### src/pkg/flash_ctrl_pkg.sv
// Constants and carrier types for the flash driver control register block.
// Assumes a register port already decoded from the serial host interface.
package flash_ctrl_pkg;
  localparam logic [7:0] CTRL_OFFSET = 8'h04;
  localparam logic [7:0] FAULT_OFFSET = 8'h05;
  localparam int MODE_LSB = 0;
  localparam int STROBE_EN_BIT = 2;
  localparam int OUT_EN_BIT = 3;
  localparam int LAMP_PIN_EN_BIT = 4;
  localparam int STROBE_LEVEL_BIT = 5;
  localparam int LIMIT_LSB = 6;
  localparam int FAULT_COIL_BIT = 1;
  localparam logic [7:0] CTRL_RESET = 8'hB4;
  // Fixed currents for parallel interface mode, in mA.
  localparam logic [9:0] PAR_LAMP_SINGLE_MA = 10'h050;
  localparam logic [9:0] PAR_LAMP_DUAL_MA = 10'h028;
  localparam logic [9:0] PAR_FLASH_SINGLE_MA = 10'h1F4;
  localparam logic [9:0] PAR_FLASH_DUAL_MA = 10'h140;
  // Inductor peak limit in mA per code.
  localparam logic [11:0] LIMIT_00_MA = 12'h4E2;
  localparam logic [11:0] LIMIT_01_MA = 12'h5DC;
  localparam logic [11:0] LIMIT_10_MA = 12'h6D6;
  localparam logic [11:0] LIMIT_11_MA = 12'h7D0;

  typedef enum logic [1:0] {
    MODE_LAMP_PIN = 2'h0,
    MODE_INDICATOR = 2'h1,
    MODE_ASSIST = 2'h2,
    MODE_FLASH = 2'h3
  } op_mode_t;

  typedef struct packed {
    logic [1:0] inductor_peak_limit;
    logic strobeLevel;
    logic lampPinEn;
    logic outEn;
    logic strobeEn;
    op_mode_t mode;
  } ctrl_reg_t;

  typedef struct packed {
    logic lampOn;
    logic indicatorOn;
    logic assistOn;
    logic flashOn;
  } drive_t;
endpackage : flash_ctrl_pkg

### src/rtl/flash_driver_control_register.sv
// Control register of a flash LED driver with mode, trigger and current decoding.
// Assumes a decoded register port (one-cycle write/read strobes) and sys_clk pins.
//
// Function
// - Mode bits 1:0 choose lamp-pin, indicator, assist or flash, serial mode only.
// - Bit 2 enables trigger input; trigger acts only in flash mode.
// - Bit 3 enables current sources; hardware clears it after a flash pulse.
// - Bit 4 lets lamp-request pin request lamp operation with mode 00.
// - Bit 5 selects trigger sensing: 0 edge, 1 level.
// - Bits 7:6 select inductor peak limit 1.25A to 2.0A, default 10.
// - Parallel mode uses fixed lamp/assist current 80mA single, 40mA dual.
// - Parallel mode uses fixed flash current 500mA single, 320mA each dual.
// - Fault flag sets when inductor current exceeds selected limit.
`timescale 1ns/1ns
`default_nettype none
module flash_driver_control_register #(
  parameter int TIMEOUT_CYCLES = 20000
) (
  input wire logic sys_clk,
  input wire logic rst_n,
  // Register port, strobes one cycle wide.
  input wire logic regWrite,
  input wire logic regRead,
  input wire logic [7:0] regAddr,
  input wire logic [7:0] regWdata,
  output logic [7:0] regRdata,
  // Interface select, pins and coil current measurement.
  input wire logic parallelMode,
  input wire logic dualLed,
  input wire logic strobePin,
  input wire logic lampPin,
  input wire logic [11:0] coilCurrentMa,
  // Registered drive state and status.
  output flash_ctrl_pkg::drive_t drive,
  output logic [9:0] currentMa,
  output logic [1:0] inductor_peak_limit,
  output logic coilFault
);
  flash_ctrl_pkg::ctrl_reg_t ctrl_ff, nxt_ctrl;
  // Pin synchronisers and filtered levels.
  logic [2:0] strobeSync_ff, nxt_strobeSync;
  logic [2:0] lampSync_ff, nxt_lampSync;
  logic strobeLvl_ff, nxt_strobeLvl;
  logic lampLvl_ff, nxt_lampLvl;
  // Flash pulse state and its timeout counter.
  logic flashAct_ff, nxt_flashAct;
  logic [31:0] tmo_ff, nxt_tmo;
  // Status and read-back registers.
  logic coilFault_ff, nxt_coilFault;
  logic [7:0] rdata_ff, nxt_rdata;
  flash_ctrl_pkg::drive_t drive_ff, nxt_drive;
  logic [9:0] cur_ff, nxt_cur;

  // Combinational helpers.
  logic [11:0] limitMa;
  logic strobeRise;
  logic flashEnd;

  // The limit code selects the threshold for the coil current comparison.
  always_comb begin
    unique case (ctrl_ff.inductor_peak_limit)
      2'h0: limitMa = flash_ctrl_pkg::LIMIT_00_MA;
      2'h1: limitMa = flash_ctrl_pkg::LIMIT_01_MA;
      2'h2: limitMa = flash_ctrl_pkg::LIMIT_10_MA;
      2'h3: limitMa = flash_ctrl_pkg::LIMIT_11_MA;
    endcase
  end

  // A pin level counts only once two synchroniser stages agree, which filters glitches.
  always_comb begin
    nxt_strobeSync = {strobeSync_ff[1:0], strobePin};
    nxt_lampSync = {lampSync_ff[1:0], lampPin};
    nxt_strobeLvl = strobeLvl_ff;
    nxt_lampLvl = lampLvl_ff;
    if (strobeSync_ff[1] == strobeSync_ff[2]) begin
      nxt_strobeLvl = strobeSync_ff[2];
    end
    if (lampSync_ff[1] == lampSync_ff[2]) begin
      nxt_lampLvl = lampSync_ff[2];
    end
    strobeRise = nxt_strobeLvl & ~strobeLvl_ff;
  end

  // Flash pulse control: start conditions, end conditions and the enable auto-clear.
  always_comb begin
    nxt_ctrl = ctrl_ff;
    nxt_flashAct = flashAct_ff;
    nxt_tmo = tmo_ff;
    flashEnd = 1'b0;
    if (regWrite && regAddr == flash_ctrl_pkg::CTRL_OFFSET) begin
      nxt_ctrl = flash_ctrl_pkg::ctrl_reg_t'(regWdata);
    end
    if (flashAct_ff) begin
      nxt_tmo = tmo_ff + 32'h1;
      if (tmo_ff >= 32'(TIMEOUT_CYCLES - 1)) begin
        flashEnd = 1'b1;
      end
      if (ctrl_ff.strobeLevel && ctrl_ff.strobeEn && !strobeLvl_ff) begin
        flashEnd = 1'b1;
      end
      // Software turning the output or mode off also ends the pulse.
      if (!ctrl_ff.outEn || ctrl_ff.mode != flash_ctrl_pkg::MODE_FLASH) begin
        flashEnd = 1'b1;
      end
    end else if (!parallelMode && ctrl_ff.outEn && ctrl_ff.mode == flash_ctrl_pkg::MODE_FLASH) begin
      if (!ctrl_ff.strobeEn) begin
        nxt_flashAct = 1'b1;
      end else if (ctrl_ff.strobeLevel ? strobeLvl_ff : strobeRise) begin
        nxt_flashAct = 1'b1;
      end
      // The counter restarts at every pulse start, so each pulse gets the full time.
      nxt_tmo = 32'h0;
    end
    if (flashEnd) begin
      nxt_flashAct = 1'b0;
      nxt_ctrl.outEn = 1'b0;
    end
  end

  // Parallel mode ignores the control register and drives fixed currents.
  always_comb begin
    nxt_drive = '0;
    nxt_cur = 10'h000;
    if (parallelMode) begin
      nxt_drive.flashOn = strobeLvl_ff;
      nxt_drive.lampOn = lampLvl_ff & ~strobeLvl_ff;
      if (strobeLvl_ff) begin
        nxt_cur = dualLed ? flash_ctrl_pkg::PAR_FLASH_DUAL_MA : flash_ctrl_pkg::PAR_FLASH_SINGLE_MA;
      end else if (lampLvl_ff) begin
        nxt_cur = dualLed ? flash_ctrl_pkg::PAR_LAMP_DUAL_MA : flash_ctrl_pkg::PAR_LAMP_SINGLE_MA;
      end
    end else if (ctrl_ff.outEn) begin
      unique case (ctrl_ff.mode)
        flash_ctrl_pkg::MODE_LAMP_PIN: begin
          nxt_drive.lampOn = ctrl_ff.lampPinEn & lampLvl_ff;
        end
        flash_ctrl_pkg::MODE_INDICATOR: nxt_drive.indicatorOn = 1'b1;
        flash_ctrl_pkg::MODE_ASSIST: nxt_drive.assistOn = 1'b1;
        flash_ctrl_pkg::MODE_FLASH: nxt_drive.flashOn = flashAct_ff;
      endcase
    end
  end

  always_comb begin
    // Reading the fault register clears the flag, but a fault in that cycle sets it again.
    // sticky coil fault
    nxt_coilFault = coilFault_ff | (coilCurrentMa > limitMa);
    nxt_rdata = 8'h00;
    if (regRead && regAddr == flash_ctrl_pkg::CTRL_OFFSET) begin
      nxt_rdata = ctrl_ff;
    end else if (regRead && regAddr == flash_ctrl_pkg::FAULT_OFFSET) begin
      nxt_rdata[flash_ctrl_pkg::FAULT_COIL_BIT] = coilFault_ff;
      nxt_coilFault = coilCurrentMa > limitMa;
    end else if (!regRead) begin
      nxt_rdata = rdata_ff;
    end
  end

  // Synchronisers and pin levels.
  always_ff @(posedge sys_clk) begin
    if (!rst_n) begin
      strobeSync_ff <= 3'h0;
      lampSync_ff <= 3'h0;
      strobeLvl_ff <= 1'b0;
      lampLvl_ff <= 1'b0;
    end else begin
      strobeSync_ff <= nxt_strobeSync;
      lampSync_ff <= nxt_lampSync;
      strobeLvl_ff <= nxt_strobeLvl;
      lampLvl_ff <= nxt_lampLvl;
    end
  end

  // Control register and flash pulse state.
  always_ff @(posedge sys_clk) begin
    if (!rst_n) begin
      ctrl_ff <= flash_ctrl_pkg::ctrl_reg_t'(flash_ctrl_pkg::CTRL_RESET);
      flashAct_ff <= 1'b0;
      tmo_ff <= 32'h0;
    end else begin
      ctrl_ff <= nxt_ctrl;
      flashAct_ff <= nxt_flashAct;
      tmo_ff <= nxt_tmo;
    end
  end

  // Drive state and current.
  always_ff @(posedge sys_clk) begin
    if (!rst_n) begin
      drive_ff <= '0;
      cur_ff <= 10'h000;
    end else begin
      drive_ff <= nxt_drive;
      cur_ff <= nxt_cur;
    end
  end

  // Fault flag and read data.
  always_ff @(posedge sys_clk) begin
    if (!rst_n) begin
      coilFault_ff <= 1'b0;
      rdata_ff <= 8'h00;
    end else begin
      coilFault_ff <= nxt_coilFault;
      rdata_ff <= nxt_rdata;
    end
  end

  // Outputs come straight from registers.
  assign regRdata = rdata_ff;
  assign drive = drive_ff;
  assign currentMa = cur_ff;
  assign inductor_peak_limit = ctrl_ff.inductor_peak_limit;
  assign coilFault = coilFault_ff;
endmodule : flash_driver_control_register
`default_nettype wire

### config.mk
export PLATFORM = sky130hd
export DESIGN_NAME = flash_driver_control_register
export DESIGN_NICKNAME = d
export VERILOG_FILES = /design/src/pkg/flash_ctrl_pkg.sv /design/src/rtl/flash_driver_control_register.sv
export SDC_FILE = /design/constraint.sdc
export NUM_CORES = 1
export LEC_CHECK = 0
export BUFFER_PORTS_ARGS = -buffer_cell sky130_fd_sc_hd__buf_2
export CAP_MARGIN = 20
export CORE_MARGIN = 2
export CORE_UTILIZATION = 35
export DETAILED_ROUTE_END_ITERATION = 16
export PLACE_DENSITY = 0.52
export SLEW_MARGIN = 30
export SYNTH_ARGS = -nofsm -noshare
export SYNTH_HDL_FRONTEND = slang
export SYNTH_SLANG_ARGS = --single-unit
export TNS_END_PERCENT = 100
### constraint.sdc
create_clock -name sys_clk -period 3.1 [get_ports sys_clk]
set_input_delay 0 -clock sys_clk [delete_from_list [all_inputs] [get_ports sys_clk]]
set_output_delay 0 -clock sys_clk [all_outputs]
set_load 0.02 [all_outputs]
==> flow_summary.yaml, run 1 <==
status:
  status: "complete, no violations"
placed_design:
  place.gp.congestion: 0.8325
  dp_hpwl_mm: 5.294
  portBuffers: 57
detailed_routing:
  wl_per_cell_um: 13.42
  vias: 2845
  drtPass1Iterations: 4
  drc_errors: 0
  ant_nets: 0
  first_iter_violations: 88
  wl_mm: 7.526
  vias_per_cell: 5.071
sta:
  slew_headroom_pct: 59.44
  hold_ws_ns: 0.02088
  drv_slew: 0
  hold_viol_final: 0
  tns_ns: 0
  final.min_clock_period_ns: 2.580
  setup_viol: 0
  fin_crit_sh_pct: 83.22
  fmax_mhz: 387.6
  rsz0062_at_grt: "false"
  fin_worst_skew_ns: 0.01036
  tightestPinTransition_ns: 0.6029
synth:
  seq_area_frac_synth_pct: 41.77
  synth-seq-cells: 68
  synth_cells: 375
  syn_area_um2: 3259
  synth_edf_count: 0
  synth.top_cell.area_share_pct: 41.77
  yosysWarningCount: 0
  yosys.cell_count.top_type: "dfxtp_1"
  synth_ff_type: "dfxtp_1"
  synth_area_per_cell_um2: 8.692
  ys_types: 54
  synth.area.top_cells: "dfxtp_1 42%, mux2i_1 4.9%, nand2_1 4.7%, ha_1 4.6%, nor2_1 4.0%"
  yosys.area.top_type: "dfxtp_1"
  synthArstFlopShare_pct: 0
  yosys-top-cells-count: "68 x dfxtp_1, 41 x nand2_1, 35 x nor2_1"
critical_path:
  crit_slowest_cell: "dlygate4sd3_1"
  cp-start-kind: "register"
  r2r_start: "inductor_peak_limit[0]$_SDFFE_PN0P_"
  path_cells: "inv_1 > ha_1 > ha_1 > a211oi_1 > o21ai_0 > a221oi_1 > o22ai_1 > dlygate4sd3_1"
  worst_setup_path_end_kind: "register"
  crit_fanout: 6
  path_buf_inv: 2
  startpoint: "inductor_peak_limit[0]$_SDFFE_PN0P_"
  crit_arrival_ns: 2.81
  criticalPathCategory: "reg -> reg"
  crit_family: "buffers and inverters"
  cpPeakStageDelay_ns: 0.58
  critPathRequiredTime_ns: 3.33
  crit_path_frequent_cell: "ha_1"
hold_path:
  hold_start: "rst_n"
  hold_path_class: "in -> reg"
power_and_ir_drop:
  switchingPower_uw: 424.7
  worst_ir_drop_vdd_mv: 0.1794
  seqPwrFrac_pct: 50.8
  swShare_pct: 24.53
  p_comb_share_pct: 5.1
  powerDensity_nw_per_um2: 433.7
  power.leakage_nw: 1.703
  p_int_mw: 1.307
  power_mw: 1.732
  p_clk_share_pct: 44.0
die:
  start_util_pct: 35.61
  die_w_um: 100.5
  io-pin-count: 61
  rows: 35
  core_region_area_um2: 9153
  die_area_um2: 10100
  die_h_um: 100.5
clocking:
  clk_latency_ns: 0.34
  path_clk_slew_ns: 0.08
  cts_inserted_buffers: 9
  cts_tree: "yes"
  cts_max_path_buffers: 2
  cts.sinks: 68
  cts-root-buf: "clkbuf_8"
  ctsHtreeMaxLevel: 3
final_layout:
  register_area_um2: 1361
  area_delta_synth_final_pct: 22.50
  fin_nets: 493
  fillers: 923
  drive_gt1_share_pct: 20.44
  antenna_cells: 0
  multi_input_comb_area_um2: 1759
flow_run:
  max_cap_violations: 0
global_routing:
  grt_first_pass_wirelength_mm: 13.11
  track_usage_pct: 16.39
  grt_antenna_before_repair: 0
  grt_max_degree: 23
  first_global_vias: 2781
  grt_overflow: 0
==> cell type report <==
| type | count | area share, % |
|---|---|---|
| clock inverter | 7 | 2.068 |
| timing repair buffer | 77 | 11.97 |
| multi-input combinational | 276 | 44.06 |
| inverter | 13 | 1.222 |
| tap | 111 | 3.479 |
| clock buffer | 9 | 3.102 |
| sequential | 68 | 34.10 |
==> through the flow <==
| stage | util, % | cell area, um2 | instances | setup slack [ns] |
|---|---|---|---|---|
| floorplan | - | 3267 | 377 | 1.354 |
| global placement | 39.51 | 3616 | 528 | 1.089 |
| detailed placement | 39.51 | 3616 | 528 | 1.061 |
| CTS | 43.62 | 3993 | 561 | 0.5003 |
| global route | 43.62 | 3993 | 561 | 0.2745 |
| finish | 43.62 | 3993 | 561 | 0.5201 |
==> kinds of logic (layout without fill, tap and decap cells) <==
kind of cell	Yosys count	count (layout)	share of synthesized area [%]
fa+ha+maj	12	12	4.606
flops	68	68	41.77
compound gates	56	56	10.79
other cells	1	3	0.1151
buf+inv	33	106	4.491
simple gates	178	178	29.83
mux	23	23	7.332
xor+xnor	4	4	1.075
==> sequential cells by signal, indices dropped and copies added, names as in the netlist <==
register,count
tmo_ff,32
regRdata,8
ctrl_ff,6
currentMa,6
drive,4
lampSync_ff,3
strobeSync_ff,3
inductor_peak_limit,2
coilFault,1
flashAct_ff,1
lampLvl_ff,1
strobeLvl_ff,1
==> per-layer routing <==
metal / GRT usage, % / share of wire [%] / vias to the layer above
met5: 0 / 0 / -
met4: 6.533 / 1.8 / 0
met3: 4.716 / 4.7 / 14
met2: 26.54 / 46 / 73
met1: 20.60 / 47 / 1293
li1: - / - / 1465
==> placed cells by master, fill, tap and decap left out, types with 5 or more instances in the layout <==
cell type,count
and2_1,8
mux2_2,7
nand3_1,18
and4_1,6
nand4b_1,5
nand4_1,10
inv_1,13
and3_1,6
ha_1,12
dfxtp_1,68
buf_2,57
nor3_1,10
a21oi_1,23
clkbuf_8,9
o21ai_0,7
dlygate4sd3_1,17
nor2_1,35
nor2b_1,8
nand2_1,41
nand2b_1,9
nor4_1,6
mux2i_1,16
==> what timing repair did <==
| item | 4_1_cts | 5_1_grt |
|---|---|---|
| gates resized for setup | 0 | 0 |
| hold buffers | 17 | 0 |
| hold endpoints to repair | 17 | 0 |
| buffers inserted | 0 | 0 |
==> final timing paths <==
path,end,slack (ns),depth (start not counted)
max,coilFault$_SDFF_PN0_,0.52,8
min,inductor_peak_limit[1]$_SDFFE_PN1P_,0.02,2
max reg2reg,coilFault$_SDFF_PN0_,0.52,8
min reg2reg,lampSync_ff[1]$_SDFF_PN0_,0.44,1
==> power groups by stage <==
stage          clock network (mW)  registers [mW]  logic (mW)
2_1_floorplan                   0           0.901      0.0395
3_3_place_gp                    0           0.900      0.0732
4_1_cts                     0.797           0.880      0.0894
5_1_grt                     0.832           0.881      0.0999
6_report                    0.763           0.880      0.0891
3_5_place_dp                    0           0.900      0.0744
No activity file was read; power rests on OpenSTA's default activity.
==> run 2, diff against run 1 <==
--- a/config.mk
+++ b/config.mk
@@ -10,7 +10,7 @@
 export CORE_MARGIN = 2
 export CORE_UTILIZATION = 35
 export DETAILED_ROUTE_END_ITERATION = 16
-export PLACE_DENSITY = 0.52
+export PLACE_DENSITY = 0.54
 export SLEW_MARGIN = 30
 export SYNTH_ARGS = -nofsm -noshare
 export SYNTH_HDL_FRONTEND = slang
==> constraint.sdc (replaced) <==
create_clock -name sys_clk -period 2.2 [get_ports sys_clk]
set_input_delay 0 -clock sys_clk [delete_from_list [all_inputs] [get_ports sys_clk]]
set_output_delay 0 -clock sys_clk [all_outputs]
set_load 0.02 [all_outputs]
==> run 2 against run 1 <==
Fmax grew 29%. Die area stayed put. Worst hold slack worse by 0.0027 ns. Critical path type unchanged. Largest cell class unchanged. Largest power group unchanged. Highest routed layer unchanged.
==> flow_summary.yaml, run 2 (same netlist as run 1, synthesis figures left out) <==
power_and_ir_drop:
  power.leakage_nw: 1.728
  powerDensity_nw_per_um2: 596.7
  swShare_pct: 23.88
  worst_ir_drop_vdd_mv: 0.3421
  seqPwrFrac_pct: 51.7
  p_clk_share_pct: 43.2
  power_mw: 2.399
  switchingPower_uw: 573.0
  p_comb_share_pct: 5.2
  p_int_mw: 1.826
global_routing:
  grtUsageMet1_pct: 19.25
  use_met3_pct: 3.398
  grt_max_degree: 26
  grt_first_pass_wirelength_mm: 12.32
  grt-busiest-layer: "met2"
  grt_antenna_before_repair: 0
  track_usage_pct: 15.43
  grt_overflow: 0
  met2_usage_pct: 25.19
  first_global_vias: 2670
detailed_routing:
  vias_per_cell: 4.991
  vias: 2825
  wl_mm: 7.337
  wl_per_cell_um: 12.96
  drc_errors: 0
  drtPass1Iterations: 6
  first_iter_violations: 89
  ant_nets: 0
final_layout:
  antenna_cells: 0
  largest_register: "tmo_ff"
  layout_common_cells: "68 x dfxtp_1, 57 x buf_2, 41 x nand2_1"
  area_delta_synth_final_pct: 23.38
  drive_gt1_share_pct: 21.54
  multi_input_comb_area_um2: 1759
  largest_reg_flops: 32
  layout.cells.non_filler: 566
  fillers: 896
  fin_nets: 498
  register_area_um2: 1361
  layout_commonest_cell: "dfxtp_1"
sta:
  fin_worst_skew_ns: 0.01067
  fin_crit_sh_pct: 90.88
  setup_viol: 0
  tns_ns: 0
  slew_headroom_pct: 53.03
  fmax_mhz: 500.2
  drv_slew: 0
  hold_viol_final: 0
  tightestPinTransition_ns: 0.7038
  rsz0062_at_grt: "false"
  final.min_clock_period_ns: 1.999
  timing.final.ws_setup_ns: 0.2007
die:
  io-pin-count: 61
  die_w_um: 100.5
  die_area_um2: 10100
  start_util_pct: 35.61
  core_region_area_um2: 9153
  die_h_um: 100.5
  rows: 35
placed_design:
  place_ws_ns: 0.2184
  place_inst: 534
  place.gp.congestion: 0.8110
  dp_hpwl_mm: 5.219
  portBuffers: 57
clocking:
  cts_tree: "yes"
  path_clk_slew_ns: 0.07
  clk_latency_ns: 0.35
  ctsHtreeMaxLevel: 3
  cts.sinks: 68
  cts_setup_buffers: 0
  cts_inserted_buffers: 9
  cts_max_path_buffers: 2
  cts-root-buf: "clkbuf_8"
status:
  status: "complete, no violations"
critical_path:
  critPathRequiredTime_ns: 2.41
  cp-start-kind: "register"
  criticalPathCategory: "reg -> reg"
  crit_arrival_ns: 2.21
  crit_fanout: 6
  worst_setup_path_end_kind: "register"
flow_run:
  max_cap_violations: 0
hold_path:
  hold_path_class: "in -> reg"
==> run 2: worst max-delay path, stage by stage, from the launching register on <==
cell and delay (ns):
dfxtp_1 0.45, inv_1 0.14, ha_1 0.25, ha_1 0.29, a211oi_1 0.23, o21ai_0 0.11
a221oi_1 0.28, o22ai_1 0.12
==> run 2: per-stage QoR <==
step           area [um2]  util [%]  hold slack (ns)
3_3_place_gp         3661     40.00           0.2088
4_1_cts              4021     43.94          0.01340
6_report             4021     43.94          0.01819
5_1_grt              4021     43.94          0.03239
3_5_place_dp         3661     40.00           0.2102
2_1_floorplan        3267         -          0.07931
==> run 2: timing repair <==
item,in CTS,in global routing
hold buffers,16,0
resized for setup,0,0
setup endpoints to repair,0,0
endpoints found under the hold margin,19,0
==> run 2: worst paths after layout <==
path	start	end	slack (ns)	cells past startpoint
max	inductor_peak_limit[0]$_SDFFE_PN0P_	coilFault$_SDFF_PN0_	0.20	7
min	regRead	regRdata[1]$_SDFFE_PN0P_	0.02	3
max reg2reg	inductor_peak_limit[0]$_SDFFE_PN0P_	coilFault$_SDFF_PN0_	0.20	7
min reg2reg	lampSync_ff[0]$_SDFF_PN0_	lampSync_ff[1]$_SDFF_PN0_	0.44	1
==> run 2: layout make-up <==
class                   instances  area share (%)
clock buffers                   9           3.080
multi-input cells             276           43.75
clock inverters                 7           1.898
inverters                      13           1.213
well taps                     111           3.454
flip-flops and latches         68           33.85
repair buffers                 82           12.76
==> run 2: power groups by stage <==
stage / registers [mW] / clock network [mW] / logic [mW]
2_1_floorplan: 1.27 / 0 / 0.0557
3_3_place_gp: 1.27 / 0 / 0.105
3_5_place_dp: 1.27 / 0 / 0.105
4_1_cts: 1.24 / 1.07 / 0.125
5_1_grt: 1.24 / 1.12 / 0.139
6_report: 1.24 / 1.04 / 0.124
==> run 2: per-layer routing <==
metal  vias to the layer above  routed length [um]
li1                       1471                   -
met1                      1278                3518
met2                        65                3346
met3                        11                 319
met4                         0                 153
met5                         -                   0
==> run 3, diff against run 2 <==
--- a/config.mk
+++ b/config.mk
@@ -5,12 +5,12 @@
 export SDC_FILE = /design/constraint.sdc
 export NUM_CORES = 1
 export LEC_CHECK = 0
-export BUFFER_PORTS_ARGS = -buffer_cell sky130_fd_sc_hd__buf_2
+export BUFFER_PORTS_ARGS = -buffer_cell sky130_fd_sc_hd__buf_4
 export CAP_MARGIN = 20
-export CORE_MARGIN = 2
+export CORE_MARGIN = 4
 export CORE_UTILIZATION = 35
 export DETAILED_ROUTE_END_ITERATION = 16
-export PLACE_DENSITY = 0.54
+export PLACE_DENSITY_LB_ADDON = 0.2
 export SLEW_MARGIN = 30
 export SYNTH_ARGS = -nofsm -noshare
 export SYNTH_HDL_FRONTEND = slang
==> run 3 against run 2 <==
Power increased by 2.6%. Design area up 4.4%. Core utilization rose by 3.3 points. Sequential share of layout area fell by 1.4 points. Wire length up 9.0%. Worst hold slack gained 0.052 ns.
==> flow_summary.yaml, run 3 (same netlist as run 1, synthesis figures left out) <==
status:
  status: "complete, no violations"
power_and_ir_drop:
  power.leakage_nw: 1.762
  power_mw: 2.462
  swShare_pct: 24.69
  p_int_mw: 1.854
  p_comb_share_pct: 5.9
  switchingPower_uw: 607.9
  worst_ir_drop_vdd_mv: 0.3041
  powerDensity_nw_per_um2: 586.7
  seqPwrFrac_pct: 50.4
  p_clk_share_pct: 43.8
global_routing:
  track_usage_pct: 15.00
  grt_overflow: 0
  grt_antenna_before_repair: 0
  grt_max_degree: 33
  grt_first_pass_wirelength_mm: 13.33
  first_global_vias: 2818
clocking:
  ctsHoldBuffers: 20
  cts_setup_buffers: 0
  cts_max_path_buffers: 2
  ctsHtreeMaxLevel: 3
  cts_inserted_buffers: 9
  cts.sinks: 68
  cts-root-buf: "clkbuf_8"
  path_clk_slew_ns: 0.08
  cts_resized: 0
  clk_latency_ns: 0.36
  cts_tree: "yes"
critical_path:
  worst_setup_path_end_kind: "register"
  crit_fanout: 6
  path_buf_inv: 1
  crit_arrival_ns: 2.22
  r2r_start: "inductor_peak_limit[0]$_SDFFE_PN0P_"
  cp-start-kind: "register"
  criticalPathCategory: "reg -> reg"
  crit_path_frequent_cell: "ha_1"
  worst-path-stages: 7
  reg2reg_depth: 7
  reg2reg_to: "coilFault$_SDFF_PN0_"
  critPathRequiredTime_ns: 2.43
  cpPeakStageDelay_ns: 0.44
  r2r_setup_slack_ns: 0.21
  path_cells: "inv_1 > ha_1 > ha_1 > a211oi_1 > o21ai_0 > a221oi_1 > o22ai_1"
  crit_slowest_cell: "dfxtp_1"
  crit_family: "compound AO/OA/AOI/OAI gates"
sta:
  timing.final.ws_setup_ns: 0.2053
  hold_ws_ns: 0.06972
  rsz0062_at_grt: "false"
  fin_worst_skew_ns: 0.01211
  tightestPinTransition_ns: 0.5496
  tns_ns: 0
  fin_crit_sh_pct: 90.67
  fmax_mhz: 501.3
  drv_slew: 0
  slew_headroom_pct: 63.25
  hold_viol_final: 0
  setup_viol: 0
  final.min_clock_period_ns: 1.995
die:
  rows: 34
  die_w_um: 104.5
  core_region_area_um2: 8891
  io-pin-count: 61
  start_util_pct: 36.66
  die_h_um: 104.5
  die_area_um2: 10920
detailed_routing:
  vias: 2913
  ant_nets: 0
  drtPass1Iterations: 4
  drc_errors: 0
  wl_per_cell_um: 14.13
  wl_met2_mm: 3.776
  highest_layer: "met4"
  wl_mm: 7.996
  route.met3.wl_um: 429
  vias_per_cell: 5.147
  wl_met1_mm: 3.663
  first_iter_violations: 135
placed_design:
  placed_area_um2: 3792
  dp_hpwl_mm: 5.654
  place_inst: 530
  place_ws_ns: 0.2241
  place.gp.congestion: 0.8476
  portBuffers: 57
final_layout:
  stdcell_area_um2: 4197
  final_core_utilization_pct: 47.20
  largest_reg_flops: 32
  largest_register: "tmo_ff"
  drive_gt1_share_pct: 21.18
  fillers: 853
  layout.cells.non_filler: 566
  layout_commonest_cell: "dfxtp_1"
  fin_nets: 501
  antenna_cells: 0
  layout_common_cells: "68 x dfxtp_1, 65 x buf_4, 41 x nand2_1"
  area_delta_synth_final_pct: 28.75
flow_run:
  max_cap_violations: 0
hold_path:
  whs_endpoint: "tmo_ff[7]$_SDFFE_PN0P_"
  hold_start: "rst_n"
  hold_path_class: "in -> reg"
  hold_path_depth: 2
[run 3: metal layers]
| layer | track usage (%) | vias to the layer above |
|---|---|---|
| li1 | - | 1474 |
| met1 | 18.89 | 1355 |
| met2 | 24.22 | 71 |
| met3 | 4.221 | 13 |
| met4 | 6.078 | 0 |
| met5 | 0 | - |
[run 3: cell type report]
cell class                 instances  area [um2]  share of cell area (%)
tap                              108       135.1                   3.220
clock buffer                       9       123.9                   2.952
timing repair buffer              85       688.2                   16.40
sequential                        68        1361                   32.44
multi-input combinational        276        1759                   41.92
inverter                          13       48.80                   1.163
clock inverter                     7       80.08                   1.908
[run 3: worst max path at each step]
stage                                                   start                   end  slack (ns)
after floorplan           inductor_peak_limit[0]$_SDFFE_PN0P_  coilFault$_SDFF_PN0_        0.45
after global placement    inductor_peak_limit[0]$_SDFFE_PN0P_  coilFault$_SDFF_PN0_        0.33
after detailed placement  inductor_peak_limit[0]$_SDFFE_PN0P_  coilFault$_SDFF_PN0_        0.22
after CTS                 inductor_peak_limit[0]$_SDFFE_PN0P_  coilFault$_SDFF_PN0_        0.21
after global routing      inductor_peak_limit[0]$_SDFFE_PN0P_  coilFault$_SDFF_PN0_        0.07
final                     inductor_peak_limit[0]$_SDFFE_PN0P_  coilFault$_SDFF_PN0_        0.21
[run 3: worst register-to-register path, cell delays in order (launching register included)]
cell and delay (ns):
dfxtp_1 0.44, inv_1 0.13, ha_1 0.25, ha_1 0.30
a211oi_1 0.23, o21ai_0 0.14, a221oi_1 0.26, o22ai_1 0.13
[run 3: power by group through the flow]
stage          combinational [mW]  sequential, mW  clock, mW
2_1_floorplan              0.0557            1.27          0
3_3_place_gp                0.122            1.27          0
3_5_place_dp                0.124            1.27          0
4_1_cts                     0.145            1.24       1.11
5_1_grt                     0.158            1.24       1.16
6_report                    0.144            1.24       1.08
